File: src/logic/dmr_pkg.sv
// Package: mode word layout, encodings and timing counts for the mode register block
package dmr_pkg;

  // Command bus encoding {cs_n, ras_n, cas_n, we_n}
  localparam logic [3:0] CMD_MODE_LOAD = 4'h0;
  localparam logic [3:0] CMD_READ = 4'h5;
  localparam logic [3:0] CMD_WRITE = 4'h4;

  // Mode word geometry
  localparam int MODE_W = 17;
  localparam int ADDR_W = 14;
  localparam int BANK_W = 3;
  localparam logic [2:0] BANK_MODE_WORD = 3'h0;

  // Field positions
  localparam int BLEN_LSB = 0;
  localparam int ORDER_BIT = 3;
  localparam int LAT_LSB = 4;
  localparam int TEST_BIT = 7;
  localparam int LOOP_RST_BIT = 8;
  localparam int WR_LSB = 9;
  localparam int WAKE_BIT = 12;

  // Field encodings
  localparam logic [2:0] BLEN_FOUR = 3'h2;
  localparam logic [2:0] BLEN_EIGHT = 3'h3;
  localparam logic [2:0] LAT_MIN = 3'h3;
  localparam logic [2:0] LAT_MAX = 3'h7;

  // Reset value of the stored word: length four, sequential, latency 3, recovery 2
  localparam logic [16:0] MODE_RESET = 17'h00232;

  // Latency count width
  localparam int CNT_W = 4;

  // Decoded view of the mode word
  typedef struct packed {
    logic eight;
    logic interleave;
    logic [2:0] latency;
    logic [3:0] recover;
    logic slow_wake;
  } dmr_mode_t;

  // Burst column output
  typedef struct packed {
    logic valid;
    logic is_write;
    logic [2:0] col;
  } dmr_beat_t;

endpackage : dmr_pkg

File: src/logic/dmr_order.sv
// Column order generator for one beat of a burst
`timescale 1ns/100ps
module dmr_order
  import dmr_pkg::*;
(
  // Burst setup
  input wire logic [2:0] start_col,
  input wire logic eight,
  input wire logic interleave,
  // Beat index
  input wire logic [2:0] beat,
  // Column out
  output logic [2:0] col
);

  // Interleave: start XOR counter; sequential: nibble-based wrap
  wire [1:0] low_seq = 2'(start_col[1:0] + beat[1:0]);
  wire hi_bit = eight ? (start_col[2] ^ beat[2]) : start_col[2];
  wire [2:0] col_int = eight ? (start_col ^ beat) : {start_col[2], start_col[1:0] ^ beat[1:0]};
  wire [2:0] col_seq = {hi_bit, low_seq};
  assign col = interleave ? col_int : col_seq;

endmodule : dmr_order

File: src/logic/dmr_mode_reg.sv
// Mode register: load decode, burst sequencing, read latency and auto precharge timing
`timescale 1ns/100ps
//
// Contract
// Controller loads every field on each mode load.
// Mode word holds until reloaded; loop reset bit clears itself.
// Reloading the mode word never touches array contents.
// Mode load only when all banks idle and no burst running.
// Controller waits the mode load gap after a mode load.
// Bits 0-2 select burst length four or eight.
// Burst wraps inside aligned block of burst length.
// One burst length governs reads and writes.
// Bit 3 selects sequential or interleaved ordering.
// Interleave is start XOR counter; sequential wraps within nibble.
// Bit 7 high programs nothing else, enters test mode.
// Bit 8 high pulses loop reset, then clears itself.
// Controller waits 200 clocks after loop reset before reading.
// Auto precharge starts recovery count clocks after last write data.
// Controller programs recovery 2-8 and avoids reserved encodings.
// Bit 12 selects fast or slow exit for active power down.
// Precharge power down exit ignores bit 12.
// Bits 4-6 give read latency 3 to 7 whole clocks.
// First read data appears latency edges after read registers.
// Read accepted early and held for the additive latency.
// Controller loads zero into bit 16 and bits above 12.
// Bank address selects mode register; address carries fields.
// Length code 010 four, 011 eight; type 0 sequential.
// Latency field binary; recovery field holds count minus one.
module dmr_mode_reg
  import dmr_pkg::*;
#(
  parameter int EXTRA_LAT_MAX = 6
)
(
  // Clock, reset, enable
  input wire logic clk,
  input wire logic resetn,
  input wire logic clk_en,
  // Command pins {cs_n, ras_n, cas_n, we_n}
  input wire logic [3:0] cmd,
  input wire logic [BANK_W-1:0] bank_addr,
  input wire logic [ADDR_W-1:0] addr,
  // Additive latency from the extended register
  input wire logic [2:0] posted_extra_latency,
  // Active power down request (precharge power down is not signalled here)
  input wire logic pd_active,
  // Outputs
  output logic [MODE_W-1:0] operating_mode_word,
  output dmr_mode_t mode_fields,
  output logic test_mode,
  output logic loop_reset_pulse,
  output dmr_beat_t beat_out,
  output logic read_data_start,
  output logic auto_precharge_start,
  output logic slow_wake_sel
);

  ////////////////////////////////////////////////////////////////////////////
  // Reset release
  logic rst_s1_r, rst_n_r;
  always_ff @(posedge clk or negedge resetn)
  begin
    if (!resetn)
    begin
      rst_s1_r <= 1'b0;
      rst_n_r <= 1'b0;
    end
    else
    begin
      rst_s1_r <= 1'b1;
      rst_n_r <= rst_s1_r;
    end
  end

  ////////////////////////////////////////////////////////////////////////////
  // Command decode
  wire load_cmd = (cmd == CMD_MODE_LOAD) && (bank_addr == BANK_MODE_WORD);
  wire load_test = load_cmd && addr[TEST_BIT];
  wire load_norm = load_cmd && !addr[TEST_BIT];
  wire rd_cmd = (cmd == CMD_READ);
  wire wr_cmd = (cmd == CMD_WRITE);
  wire ap_flag = addr[10];

  ////////////////////////////////////////////////////////////////////////////
  // Mode word storage; loop reset bit never stored
  logic [MODE_W-1:0] mode_r, mode_nxt;
  logic test_r, loop_r;
  assign mode_nxt = load_norm ? {4'h0, addr[12:0] & 13'h1eff} : mode_r;
  always_ff @(posedge clk or negedge rst_n_r)
  begin
    if (!rst_n_r)
    begin
      mode_r <= MODE_RESET;
      test_r <= 1'b0;
      loop_r <= 1'b0;
    end
    else if (clk_en)
    begin
      mode_r <= mode_nxt;
      test_r <= load_cmd ? load_test : test_r;
      loop_r <= load_norm && addr[LOOP_RST_BIT];
    end
  end

  ////////////////////////////////////////////////////////////////////////////
  // Field decode
  dmr_mode_t fld;
  assign fld.eight = (mode_r[BLEN_LSB +: 3] == BLEN_EIGHT);
  assign fld.interleave = mode_r[ORDER_BIT];
  assign fld.latency = mode_r[LAT_LSB +: 3];
  assign fld.recover = 4'(mode_r[WR_LSB +: 3]) + 4'h1;
  assign fld.slow_wake = mode_r[WAKE_BIT];

  ////////////////////////////////////////////////////////////////////////////
  // Posted read/write delay line, indexed by additive latency
  logic [EXTRA_LAT_MAX:0] pend_v_r;
  logic [EXTRA_LAT_MAX:0] pend_w_r;
  logic [EXTRA_LAT_MAX:0] pend_ap_r;
  logic [2:0] pend_col_r [EXTRA_LAT_MAX:0];
  wire [EXTRA_LAT_MAX:0] pend_v_nxt;
  wire [EXTRA_LAT_MAX:0] pend_w_nxt;
  wire [EXTRA_LAT_MAX:0] pend_ap_nxt;
  wire [2:0] pend_col_nxt [EXTRA_LAT_MAX:0];
  wire [2:0] al = posted_extra_latency;
  genvar gi;
  generate
    for (gi = 0; gi <= EXTRA_LAT_MAX; gi = gi + 1)
    begin : g_post
      wire here = (rd_cmd || wr_cmd) && (al == 3'(gi));
      wire from_up;
      wire up_w, up_ap;
      wire [2:0] up_col;
      if (gi == EXTRA_LAT_MAX)
      begin : g_top
        assign from_up = 1'b0;
        assign up_w = 1'b0;
        assign up_ap = 1'b0;
        assign up_col = 3'h0;
      end
      else
      begin : g_mid
        assign from_up = pend_v_r[gi+1];
        assign up_w = pend_w_r[gi+1];
        assign up_ap = pend_ap_r[gi+1];
        assign up_col = pend_col_r[gi+1];
      end
      // Enter at the stage matching the additive latency, else shift down
      assign pend_v_nxt[gi] = here | from_up;
      assign pend_w_nxt[gi] = here ? wr_cmd : up_w;
      assign pend_ap_nxt[gi] = here ? ap_flag : up_ap;
      assign pend_col_nxt[gi] = here ? addr[2:0] : up_col;
    end
  endgenerate

  // Delay line registers, one driver for the whole line
  always_ff @(posedge clk or negedge rst_n_r)
  begin
    if (!rst_n_r)
    begin
      pend_v_r <= '0;
      pend_w_r <= '0;
      pend_ap_r <= '0;
      pend_col_r <= '{default: 3'h0};
    end
    else if (clk_en)
    begin
      pend_v_r <= pend_v_nxt;
      pend_w_r <= pend_w_nxt;
      pend_ap_r <= pend_ap_nxt;
      pend_col_r <= pend_col_nxt;
    end
  end

  // Internal command issued at the registration edge plus additive latency
  wire int_v = pend_v_r[0];
  wire int_w = pend_w_r[0];

  ////////////////////////////////////////////////////////////////////////////
  // Read latency countdown: data at issue edge + latency
  logic [CNT_W-1:0] lat_cnt_r;
  logic lat_busy_r;
  wire lat_load = int_v && !int_w;
  wire lat_done = lat_busy_r && (lat_cnt_r == 4'h1);
  always_ff @(posedge clk or negedge rst_n_r)
  begin
    if (!rst_n_r)
    begin
      lat_cnt_r <= 4'h0;
      lat_busy_r <= 1'b0;
    end
    else if (clk_en)
    begin
      lat_cnt_r <= lat_load ? 4'(fld.latency) - 4'h1 : lat_cnt_r - 4'(lat_busy_r);
      lat_busy_r <= lat_load ? (fld.latency > 3'h1) : (lat_busy_r && !lat_done);
    end
  end
  wire data_start_nxt = lat_done || (lat_load && fld.latency == 3'h1);

  ////////////////////////////////////////////////////////////////////////////
  // Burst beat sequencer
  logic [2:0] beat_r, start_r;
  logic burst_r, bw_r, bap_r;
  wire [2:0] last_beat = fld.eight ? 3'h7 : 3'h3;
  wire burst_go = int_v;
  wire burst_end = burst_r && (beat_r == last_beat);
  wire [2:0] col_w;
  dmr_order u_order (
    .start_col(start_r),
    .eight(fld.eight),
    .interleave(fld.interleave),
    .beat(beat_r),
    .col(col_w)
  );
  always_ff @(posedge clk or negedge rst_n_r)
  begin
    if (!rst_n_r)
    begin
      beat_r <= 3'h0;
      start_r <= 3'h0;
      burst_r <= 1'b0;
      bw_r <= 1'b0;
      bap_r <= 1'b0;
    end
    else if (clk_en)
    begin
      beat_r <= burst_go ? 3'h0 : (burst_r ? beat_r + 3'h1 : beat_r);
      start_r <= burst_go ? pend_col_r[0] : start_r;
      burst_r <= burst_go | (burst_r && !burst_end);
      bw_r <= burst_go ? int_w : bw_r;
      bap_r <= burst_go ? pend_ap_r[0] : (burst_end ? 1'b0 : bap_r);
    end
  end

  ////////////////////////////////////////////////////////////////////////////
  // Write recovery countdown after last write beat
  logic [CNT_W-1:0] wr_cnt_r;
  logic wr_busy_r;
  wire wr_arm = burst_end && bw_r && bap_r;
  wire wr_done = wr_busy_r && (wr_cnt_r == 4'h1);
  always_ff @(posedge clk or negedge rst_n_r)
  begin
    if (!rst_n_r)
    begin
      wr_cnt_r <= 4'h0;
      wr_busy_r <= 1'b0;
    end
    else if (clk_en)
    begin
      wr_cnt_r <= wr_arm ? fld.recover : wr_cnt_r - 4'(wr_busy_r);
      wr_busy_r <= wr_arm | (wr_busy_r && !wr_done);
    end
  end

  ////////////////////////////////////////////////////////////////////////////
  // Registered outputs
  always_ff @(posedge clk or negedge rst_n_r)
  begin
    if (!rst_n_r)
    begin
      operating_mode_word <= MODE_RESET;
      mode_fields <= '0;
      test_mode <= 1'b0;
      loop_reset_pulse <= 1'b0;
      beat_out <= '0;
      read_data_start <= 1'b0;
      auto_precharge_start <= 1'b0;
      slow_wake_sel <= 1'b0;
    end
    else if (clk_en)
    begin
      operating_mode_word <= mode_r;
      mode_fields <= fld;
      test_mode <= test_r;
      loop_reset_pulse <= loop_r;
      beat_out <= '{valid: burst_r, is_write: bw_r, col: col_w};
      read_data_start <= data_start_nxt;
      auto_precharge_start <= wr_done;
      slow_wake_sel <= pd_active && fld.slow_wake;
    end
  end

endmodule : dmr_mode_reg

File: config.mk
export PLATFORM = sky130hd
export DESIGN_NAME = dmr_mode_reg
export DESIGN_NICKNAME = d
export VERILOG_FILES = /design/src/logic/dmr_pkg.sv /design/src/logic/dmr_order.sv /design/src/logic/dmr_mode_reg.sv
export SDC_FILE = /design/constraint.sdc
export NUM_CORES = 1
export LEC_CHECK = 0
export BUFFER_PORTS_ARGS = -buffer_cell sky130_fd_sc_hd__buf_2
export CAP_MARGIN = 30
export CORE_ASPECT_RATIO = 2
export CORE_MARGIN = 1.5
export CORE_UTILIZATION = 28
export DETAILED_ROUTE_END_ITERATION = 12
export GPL_TIMING_DRIVEN = 0
export SKIP_CTS_REPAIR_TIMING = 1
export SYNTH_ARGS = -nofsm -noshare
export SYNTH_HDL_FRONTEND = slang
export SYNTH_SLANG_ARGS = --single-unit
File: constraint.sdc
create_clock -name clk -period 6.55 [get_ports clk]
set_input_delay 0.3275 -clock clk [delete_from_list [all_inputs] [get_ports clk]]
set_output_delay 0.3275 -clock clk [all_outputs]
set_load 0.01 [all_outputs]
# == After elaboration in Yosys (flattened, before gate mapping) ==
# Cells that the tools add are included.
# word_totals
romBits,0
latch_bits,0
input_bits,28
memories,0
ramBits,0
ff_bits,109
# classes
n_addsub,6
n_mul,0
n_eq_ne,13
magnitude_cmp,1
n_reduce_logical,39
mux,32
div,0
shift,0
bitwise,11
# ops
cell,n
3-bit two-way mux,12
1-bit logical AND,22
1-bit two-way mux,18
2-bit AND reduction,5
3-bit by 2-bit == test with 1-bit output (second input constant),3
3-bit == test (second input constant),3
4-bit by 1-bit == test with 1-bit output (second input constant),2
4-bit by 3-bit == test with 1-bit output (second input constant),2
4-bit two-way mux,2
1-bit OR,8
4-bit by 1-bit subtractor with 4-bit output,2
3-bit by 1-bit == test with 1-bit output (second input constant),2
3-bit logical NOT,2
1-bit logical NOT,5
3-bit by 1-bit adder with 4-bit output (second input constant),1
4-bit logical NOT,1
2-bit nonzero test,2
3-bit by 1-bit subtractor with 4-bit output (second input constant),1
3-bit by 1-bit adder with 3-bit output (second input constant),1
3-bit == test,1
3-bit by 1-bit greater-than comparator with 1-bit output (second input constant),1
3-bit bitwise XOR,1
2-bit adder,1
1-bit logical OR,2
other kinds (2),2

# == Depth between registers and ports, before layout ==
# Gate-level depths: netlist of the first run.
# logic_depth
word_depth,7
depth_mapped,7

# == By module ==
# From an unflattened synthesis of the first run, not the netlist that was laid out.
# hier_totals
hier_cells,436
hier_area_um2,4852.2
# modules_own_cells
module,instances,cells_per_inst,area_per_inst_um2,seq_area_each_um2
dmr_mode_reg,1,430,4803.4,2662.6
dmr_order,1,6,48.8,0.0

# == Worst setup path before layout of the first run ==
# OpenSTA, ideal clock, no wires.
# synth_timing
path_type,input -> register
from,input port cmd[0]
to,register mode_r[10]
setup_ns,0.125
slack_ns,5.090
t_arrival_ns,1.335
path_stages,5
path_buffers,1
t_required_ns,6.425
cell_sequence,nor4_1 > nand2_1 > nor2_2 > buf_6 > mux2_2
# synth_between
elab_chain_cells,4
# synth_lines
item,line,source
from (decl),dmr_mode_reg.sv:40,"input wire logic [3:0] cmd,"
4-bit logical NOT,dmr_mode_reg.sv:77,wire load_cmd = (cmd == CMD_MODE_LOAD) && (bank_addr == BANK_MODE_WORD);
1-bit logical AND,dmr_mode_reg.sv:77,
1-bit logical AND,dmr_mode_reg.sv:79,wire load_norm = load_cmd && !addr[TEST_BIT];
2-bit AND reduction (no line),--,
to (signal assigned),dmr_mode_reg.sv:99,mode_r <= mode_nxt;
to (decl),dmr_mode_reg.sv:86,"logic [MODE_W-1:0] mode_r, mode_nxt;"
# Every way passes these cells.
# A chain may end at the register's enable or synchronous reset.

# == Worst setup path after layout of the first run ==
# layout_timing
from,register mode_r[1]
to,register wr_cnt_r[3]
# layout_between
elab_chain_cells,7
# layout_lines
item,line,source
3-bit by 2-bit == test with 1-bit output,dmr_mode_reg.sv:108,assign fld.eight = (mode_r[BLEN_LSB +: 3] == BLEN_EIGHT);
3-bit two-way mux,dmr_mode_reg.sv:203,wire [2:0] last_beat = fld.eight ? 3'h7 : 3'h3;
3-bit == test,dmr_mode_reg.sv:205,wire burst_end = burst_r && (beat_r == last_beat);
1-bit logical AND,dmr_mode_reg.sv:205,
1-bit logical AND (2 in a row),dmr_mode_reg.sv:238,wire wr_arm = burst_end && bw_r && bap_r;
4-bit two-way mux,dmr_mode_reg.sv:249,wr_cnt_r <= wr_arm ? fld.recover : wr_cnt_r - 4'(wr_busy_r);
to (signal assigned),dmr_mode_reg.sv:249,
to (decl),dmr_mode_reg.sv:236,logic [CNT_W-1:0] wr_cnt_r;
# Every way passes these cells.

==> results of run 1 <==
[kinds of logic after synthesis]
kind of cell	Yosys count	share of synthesized area (%)
flops	106	55.00
simple gates	104	10.39
compound gates	89	11.01
mux	66	14.55
buf+inv	53	5.066
fa+ha+maj	10	2.585
xor+xnor	6	1.241
other cells	2	0.1551
[stage by stage]
step                instances  hold slack, ns
floorplan                 440         0.03191
global placement          705          0.1131
detailed placement        706          0.1141
CTS                       722         -0.2591
global route              723          0.2073
finish                    723          0.2120
[path summary, 6_finish.rpt]
check / from / to / cells past startpoint
min reg2reg: rst_n_r / operating_mode_word[2] / 0
max: mode_r[1] / wr_cnt_r[3] / 5
max reg2reg: mode_r[1] / wr_cnt_r[3] / 5
max in group asynchronous: rst_n_r / operating_mode_word[5] / 1
min in group asynchronous: resetn / rst_n_r / 2
min: cmd[0] / pend_w_r[6] / 2
[sequential cells by signal, summed over array words and instances, names as in the netlist, 3 cells and up]
| register | cells |
|---|---|
| g_post.up_col | 18 |
| beat_out | 5 |
| pend_w_r | 7 |
| mode_r | 12 |
| start_r | 3 |
| mode_fields | 8 |
| operating_mode_word | 11 |
| pend_col_r | 3 |
| wr_cnt_r | 4 |
| beat_r | 3 |
| pend_ap_r | 7 |
| lat_cnt_r | 4 |
| pend_v_r | 7 |
[synth_stat cells (all sizes together)]
cell type  count
buf           21
and3b          2
nor2b          6
o22ai          2
nand3b         1
dfstp          8
a311o          1
mux2          35
mux2i         31
clkbuf        10
nand2b         1
a31oi          4
a32oi          1
o2bb2ai        8
nor3b          3
nand2         28
inv           22
a221o          1
nor4b          1
nand4          3
a22oi          1
o21ai         17
nor4           2
conb           2
a21o           1
dfrtp         98
a21boi         1
a22o           3
a32o           1
a21oi         43
o211ai         3
ha            10
o31ai          2
xor2           3
nor2          44
nor3           3
xnor2          3
nand3          8
and4           1
and4b          1
[per-layer routing]
metal	track usage [%]	routed length (um)	vias up
li1	-	-	1655
met1	14.06	4272	1737
met2	24.86	6413	74
met3	2.490	347	29
met4	7.523	545	0
met5	0	0	-
[report_power, final]
group | internal [mW] | switching [mW]
logic | 0.111 | 0.131
clock network | 0.302 | 0.246
registers | 0.736 | 0.0583
[placed cells by master, fill, tap and decap left out, types with 3 or more instances in the layout]
cell type,synthesis,final
ha_1,10,10
xor2_1,3,3
buf_1,7,7
conb_1,2,6
nor2_1,43,43
nand2_1,27,27
clkinv_4,0,3
mux2_2,35,35
nor2b_1,6,6
nand3_1,7,7
mux2i_1,31,31
buf_4,9,9
a31oi_1,4,4
clkbuf_16,0,9
a21oi_1,43,43
o21ai_0,17,17
inv_1,22,22
o211ai_1,3,3
nand4_1,3,3
dfrtp_1,98,97
dfstp_2,8,8
clkbuf_1,10,11
o2bb2ai_1,8,8
buf_2,4,62
nor3_1,3,3
a22o_1,3,3
[final cells by class]
cell class / count / share of cell area [%]
sequential: 106 / 46.38
multi-input combinational: 281 / 33.88
timing repair buffer: 60 / 5.702
tap: 207 / 4.505
clock buffer: 10 / 3.983
buffer: 31 / 2.829
inverter: 22 / 1.436
clock inverter: 6 / 1.284
[worst max-delay path, cell delays in order (launching register included)]
cell     delay (ns)
dfstp_2        0.55
and3b_1        0.16
buf_2          0.19
xnor2_2        0.20
nand2_1        0.15
a221o_1        0.30
==> qor.csv, run 1 <==
stage;metric;value;unit
synthesis;synth_top_area_share;50.66;%
floorplanning;die_h;189.0;um
finish;antenna_cells;0;
floorplanning;ioPinCount;65;
timing;min_period;1.665;ns
clocking;cts_buffers;9;
power_and_ir_drop;peakVddDrop;0.1207;mV
timing;finalHoldViolCount;0;
synthesis;synthTopCellsByArea;dfrtp_1 (51%), mux2_2 (8.1%), mux2i_1 (6.4%);
timing;layout_setup_ws;4.885;ns
synthesis;yosys_warnings;0;
timing;finalCritPeriodShare;25.43;%
finish;multi_input_area;1948;um^2
global_route;grt_max_degree;72;
synthesis;synth_top_cell_by_area;dfrtp_1;
finish;area_growth;18.76;%
clocking;clock-sinks;106;
clocking;clk_pin_slew;0.08;ns
global_route;grt_pass1_vias;3755;
global_route;antenna_found_initial;0;
route;dr.pass1.iters;4;
route;ant_nets;0;
timing;max_freq;600.4;MHz
critical_path;crit_path_end_kind;flop;
route;num_vias;3495;
clocking;clock_latency;0.35;ns
synthesis;syn-mean-instance-area;11.10;um^2
synthesis;syn_area;4841;um^2
floorplanning;die_area;18130;um^2
hold_path;hold_class;in2reg;
critical_path;required;6.79;ns
timing;slew_violations;0;
placement;place_hpwl;8714;um
outcome;run_status;finished clean;
synthesis;synth_cells;436;
floorplanning;core-area;16850;um^2
synthesis;ys_ff_latch;106;
power_and_ir_drop;power.density;275.5;nW/um^2
finish;regArea;2666;um^2
finish;design_area;5749;um^2
floorplanning;row_count;67;
global_route;grt_pass1_wl;18930;um
finish;drive_above_1_share;26.74;%
critical_path;crit_arrival;1.90;ns
timing;worst_pin_slew;0.7128;ns
power_and_ir_drop;power;1.584;mW
placement;place_area;5436;um^2
finish;fin_nets;549;
placement;port_buffers;58;
route;wl;11580;um
synthesis;yosys.cell_types.count;48;
clocking;cts_max_path_buffers;2;
floorplanning;chipWidth;95.98;um
power_and_ir_drop;power.leakage;2.743;nW
timing;rsz0062_at_grt;false;
critical_path;cp-start-kind;flop;
timing;fin_setup_tns;0;ns
timing;fin_worst_skew;0.01092;ns
route;drc;0;
critical_path;critPathMaxFanout;7;
clocking;root_buffer;clkbuf_16;
critical_path;critPathKind;reg2reg;
clocking;cts-htree-levels;3;
run;maxCapViolations;0;
floorplanning;initial_core_util;28.73;%
clocking;cts_tree;built;
global_route;grt_overflow_total;0;
finish;fillers;1639;
global_route;grtUsageTotal;13.63;%
finish;utilization;34.12;%
timing;setup_viol;0;
route;vias_per_cell;4.834;
route;wl_per_cell;16.02;um
critical_path;r2r_setup_slack;4.88;ns
placement;place_ws;4.574;ns
timing;relSlewSlack;52.48;%
synthesis;seq_area_frac_synth;55.00;%
route;drtIter0Drc;154;
placement;place.gp.congestion;0.8216;
Power figures use the tool's default switching activity.
==> run 2, diff against run 1 <==
==> constraint.sdc (replaced) <==
create_clock -name clk -period 1.47 [get_ports clk]
set_input_delay 0.0735 -clock clk [delete_from_list [all_inputs] [get_ports clk]]
set_output_delay 0.0735 -clock clk [all_outputs]
set_load 0.01 [all_outputs]
==> run 2 against run 1 <==
Compared with the run above:
- global-route usage down 0.14 points
- first-iteration DRC count rose by 26%
- highest routed layer unchanged
- fmax rose by 9.2%
- hold slack got worse by 0.24 ns
- wire length increased by 1.5%
- via count up 3.0%
- sequential power grew to 4.5 times the previous value
- largest cell class unchanged
- the run now ends with negative hold slack, negative setup slack left
- core utilization grew 0.88 points
- largest power group unchanged
- clock skew fell by 0.0024 ns
==> qor.csv, run 2 (synthesis results as in run 1) <==
stage;metric;value;unit
floorplanning;row_count;67;
critical_path;worstSetupStartpoint;mode_r[1];
hold_path;hold_path.startpoint;pd_active;
critical_path;required;1.70;ns
placement;place_ws;-0.2293;ns
global_route;grt_pass1_vias;3682;
timing;layout_setup_ws;-0.05487;ns
route;num_vias;3600;
timing;setup_viol;2;
timing;max_freq;655.8;MHz
finish;antenna_cells;0;
route;dr.pass1.iters;4;
clocking;root_buffer;clkbuf_16;
power_and_ir_drop;peakVddDrop;0.5494;mV
floorplanning;ioPinCount;65;
placement;port_buffers;58;
global_route;grtUsageTotal;13.49;%
timing;rsz0062_at_grt;true;
outcome;failed_checks;negative hold slack, negative setup slack;
power_and_ir_drop;power.density;1176;nW/um^2
timing;worst_pin_slew;0.6786;ns
clocking;cts_tree;built;
run;maxCapViolations;0;
global_route;grt_pass1_wl;18570;um
critical_path;timing.rr.end;wr_cnt_r[3];
critical_path;critPathMaxFanout;4;
timing;fin_setup_tns;-0.07315;ns
route;drtIter0Drc;194;
clocking;clk_pin_slew;0.07;ns
timing;fin_worst_skew;0.008494;ns
timing;slew_violations;0;
critical_path;r2r_setup_slack;-0.05;ns
timing;min_period;1.525;ns
critical_path;crit_path_end_kind;flop;
floorplanning;die_area;18130;um^2
finish;fillers;1651;
finish;fin_nets;561;
floorplanning;chipWidth;95.98;um
clocking;cts-htree-levels;3;
timing;relSlewSlack;54.76;%
clocking;clock_latency;0.34;ns
power_and_ir_drop;power.leakage;2.789;nW
hold_path;holdPathStages;3;
timing;finalHoldViolCount;1;
finish;area_growth;21.81;%
route;wl_per_cell;15.99;um
floorplanning;die_h;189.0;um
clocking;cts_max_path_buffers;2;
clocking;clock-sinks;106;
route;wl;11760;um
route;vias_per_cell;4.898;
clocking;cts_buffers;9;
placement;place_hpwl;8637;um
critical_path;reg2reg_depth;5;
finish;final_common_cell;dfrtp_1;
route;drc;0;
finish;layout_common_cells;dfrtp_1 (96), buf_2 (61), nor2_1 (43), a21oi_1 (43), mux2_2 (35);
critical_path;crit_arrival;1.75;ns
finish;multi_input_area;1993;um^2
hold_path;hold_class;in2reg;
floorplanning;core-area;16850;um^2
timing;whs;-0.03010;ns
global_route;grt_overflow_total;0;
floorplanning;initial_core_util;28.73;%
finish;drive_above_1_share;28.41;%
finish;regArea;2668;um^2
critical_path;critPathCapture;wr_cnt_r[3];
global_route;grt_max_degree;69;
global_route;antenna_found_initial;0;
outcome;run_status;finished with violations;
critical_path;regToRegStartpoint;mode_r[1];
placement;place.gp.congestion;0.8191;
critical_path;cp-start-kind;flop;
critical_path;critPathKind;reg2reg;
timing;finalCritPeriodShare;103.7;%
route;ant_nets;0;
finish;largest_register_ffs;18;
-- run 2: stage by stage --
step,area [um^2],instances,total power [mW],hold WS (ns),utilization (%)
3_5_place_dp,5436,706,4.670,-0.1409,32.26
4_1_cts,5718,722,6.969,-0.5149,33.93
2_1_floorplan,4860,440,4.264,-0.2221,-
6_report,5897,735,6.937,-0.03010,35.00
3_3_place_gp,5409,705,4.590,-0.1412,32.10
5_1_grt,5897,735,7.293,0.0009225,35.00
-- run 2: how the worst min path moves through the flow --
stage,end,slack [ns]
floorplan,rst_s1_r,-0.22
global placement,rst_s1_r,-0.14
detailed placement,rst_s1_r,-0.14
CTS,rst_n_r,-0.51
global route,slow_wake_sel,0.0009
finish,slow_wake_sel,-0.03
-- run 2: layout make-up --
| cell class | count | share of cell area (%) |
|---|---|---|
| multi-input cells | 281 | 33.80 |
| flip-flops and latches | 106 | 45.24 |
| clock inverters | 5 | 0.6578 |
| clock buffers | 11 | 4.116 |
| inverters | 22 | 1.400 |
| plain buffers | 30 | 2.801 |
| well taps | 207 | 4.392 |
| repair buffers | 73 | 7.596 |
-- run 2: report_power, final --
part / internal (mW) / leakage (nW) / total (mW) / switching [mW]
clock: 1.21 / 0.136 / 2.28 / 1.08
combinational: 0.525 / 1.39 / 1.10 / 0.579
sequential: 3.28 / 1.27 / 3.55 / 0.271
total: 5.01 / 2.79 / 6.94 / 1.93
-- run 2: critical path: stages, from the launching register on --
cell,delay [ns]
dfstp_2,0.54
and3b_1,0.17
buf_6,0.15
xor2_2,0.20
nor3_1,0.10
a221o_1,0.26
-- run 2: per-layer routing --
| metal | GRT usage (%) | vias up | wire length (um) |
|---|---|---|---|
| li1 | - | 1671 | - |
| met3 | 2.369 | 32 | 451 |
| met2 | 24.57 | 107 | 6513 |
| met4 | 8.145 | 0 | 545 |
| met1 | 13.69 | 1790 | 4245 |
| met5 | 0 | - | 0 |
==> run 3, diff against run 2 <==
--- a/config.mk
+++ b/config.mk
@@ -12,6 +12,7 @@
 export CORE_UTILIZATION = 28
 export DETAILED_ROUTE_END_ITERATION = 12
 export GPL_TIMING_DRIVEN = 0
+export RECOVER_POWER = 25
 export SKIP_CTS_REPAIR_TIMING = 1
 export SYNTH_ARGS = -nofsm -noshare
 export SYNTH_HDL_FRONTEND = slang
==> run 3 against run 2 <==
Compared with the run above:
- the flow still finishes with violations (negative hold slack, negative setup slack)
- design area is 0.34% lower
- wire length is 0.20% lower
- cell count stayed put
- critical path depth stayed put
- setup slack hardly changed
- clock power hardly changed
- sequential power hardly changed
- hold slack better by 0.0027 ns
- total power is 0.17% lower
- flip-flop and latch count stayed put
- highest routed layer unchanged
==> qor.csv, run 3 (synthesis results as in run 1) <==
stage;metric;value;unit
outcome;run_status;finished with violations;
outcome;failed_checks;negative hold slack, negative setup slack;
timing;relSlewSlack;44.05;%
critical_path;critPathKind;reg2reg;
route;dr.pass1.iters;4;
placement;place.gp.congestion;0.8191;
global_route;grt_pass1_wl;18570;um
run;maxCapViolations;0;
global_route;grt_overflow_total;0;
hold_path;hold_class;in2reg;
global_route;grtUsageTotal;13.49;%
route;ant_nets;0;
placement;place_hpwl;8637;um
floorplanning;row_count;67;
route;wl;11730;um
critical_path;crit_path_end_kind;flop;
power_and_ir_drop;peakVddDrop;0.5495;mV
critical_path;crit_path_top_delay_cell;dfstp_2;
clocking;cts_tree;built;
critical_path;required;1.70;ns
timing;max_freq;655.9;MHz
clocking;cts_buffers;9;
clocking;cts_max_path_buffers;2;
timing;setup_viol;2;
timing;layout_setup_ws;-0.05466;ns
critical_path;cp-start-kind;flop;
critical_path;critPathBufInv;1;
timing;fin_worst_skew;0.008418;ns
clocking;root_buffer;clkbuf_16;
finish;fin_nets;561;
timing;min_period;1.525;ns
route;wl_per_cell;15.96;um
finish;regArea;2665;um^2
timing;finalHoldViolCount;1;
critical_path;slowest_delay;0.54;ns
finish;multi_input_area;1993;um^2
critical_path;crit_arrival;1.75;ns
floorplanning;ioPinCount;65;
route;vias_per_cell;4.861;
timing;rsz0062_at_grt;true;
critical_path;worstPathCellList;and3b_1 > buf_6 > xor2_2 > nor3_1 > a221o_1;
floorplanning;initial_core_util;28.73;%
floorplanning;chipWidth;95.98;um
global_route;antenna_found_initial;0;
power_and_ir_drop;power.density;1178;nW/um^2
floorplanning;die_h;189.0;um
floorplanning;core-area;16850;um^2
finish;fillers;1662;
finish;utilization;34.88;%
clocking;clk_pin_slew;0.07;ns
finish;largest_register_ffs;18;
finish;area_growth;21.40;%
clocking;clock-sinks;106;
placement;port_buffers;58;
critical_path;critPathMaxFanout;4;
finish;layout_common_cells;dfrtp_1 (96), buf_2 (47), nor2_1 (43), a21oi_1 (43), mux2_2 (35);
critical_path;worst_path_dominant_cell_family;flip-flops;
finish;drive_above_1_share;25.57;%
timing;worst_pin_slew;0.8393;ns
global_route;grt_max_degree;69;
route;drtIter0Drc;191;
clocking;clock_latency;0.34;ns
timing;slew_violations;0;
clocking;cts-htree-levels;3;
timing;whs;-0.02743;ns
floorplanning;die_area;18130;um^2
global_route;grt_pass1_vias;3682;
route;drc;0;
finish;final_common_cell;dfrtp_1;
timing;finalCritPeriodShare;103.7;%
finish;antenna_cells;0;
route;num_vias;3573;
power_and_ir_drop;power.leakage;2.738;nW
## run 3: worst reg2reg max path: cells and delay by family, from the launching register on
kind,cells,cell delay (ns)
compound gates,1,0.26
xor+xnor,1,0.20
buf+inv,1,0.15
flops,1,0.54
simple gates,2,0.27
## run 3: area by class of cell
cell class,count,share of cell area (%)
clock buffers,11,4.130
plain buffers,30,2.810
repair buffers,73,7.324
multi-input cells,281,33.92
inverters,22,1.405
clock inverters,5,0.6600
flip-flops and latches,106,45.35
well taps,207,4.407
## run 3: path summary, 6_finish.rpt
check | startpoint | depth (start not counted) | endpoint | slack [ns]
min in group asynchronous | resetn | 2 | rst_s1_r | 0.04
hold / removal | pd_active | 3 | slow_wake_sel | -0.03
setup / recovery | mode_r[1] | 5 | wr_cnt_r[3] | -0.05
max in group asynchronous | rst_n_r | 1 | beat_r[0] | 0.27
hold reg to reg | rst_s1_r | 0 | rst_n_r | 0.36
setup reg to reg | mode_r[1] | 5 | wr_cnt_r[3] | -0.05
## run 3: routing by layer
layer	track usage, %	part of all wire, %	routed length (um)
met1	13.69	37	4289
met2	24.57	55	6496
met4	8.145	4.6	544
met5	0	0	0
met3	2.369	3.4	401
## run 3: power breakdown
group / total (mW) / switching, mW / leakage [nW] / internal, mW
registers: 3.55 / 0.270 / 1.27 / 3.28
clock network: 2.28 / 1.07 / 0.136 / 1.21
logic: 1.10 / 0.579 / 1.33 / 0.517
## run 3: stage by stage
step	setup WS, ns	power, mW	cell area (um^2)	setup TNS (ns)	instances
4_1_cts	-0.2073	6.969	5718	-0.6949	722
2_1_floorplan	0.01493	4.264	4860	0	440
6_report	-0.05466	6.925	5877	-0.07140	735
3_3_place_gp	-0.2056	4.590	5409	-5.902	705
5_1_grt	-0.1188	7.285	5877	-0.4210	735
3_5_place_dp	-0.2293	4.670	5436	-3.845	706
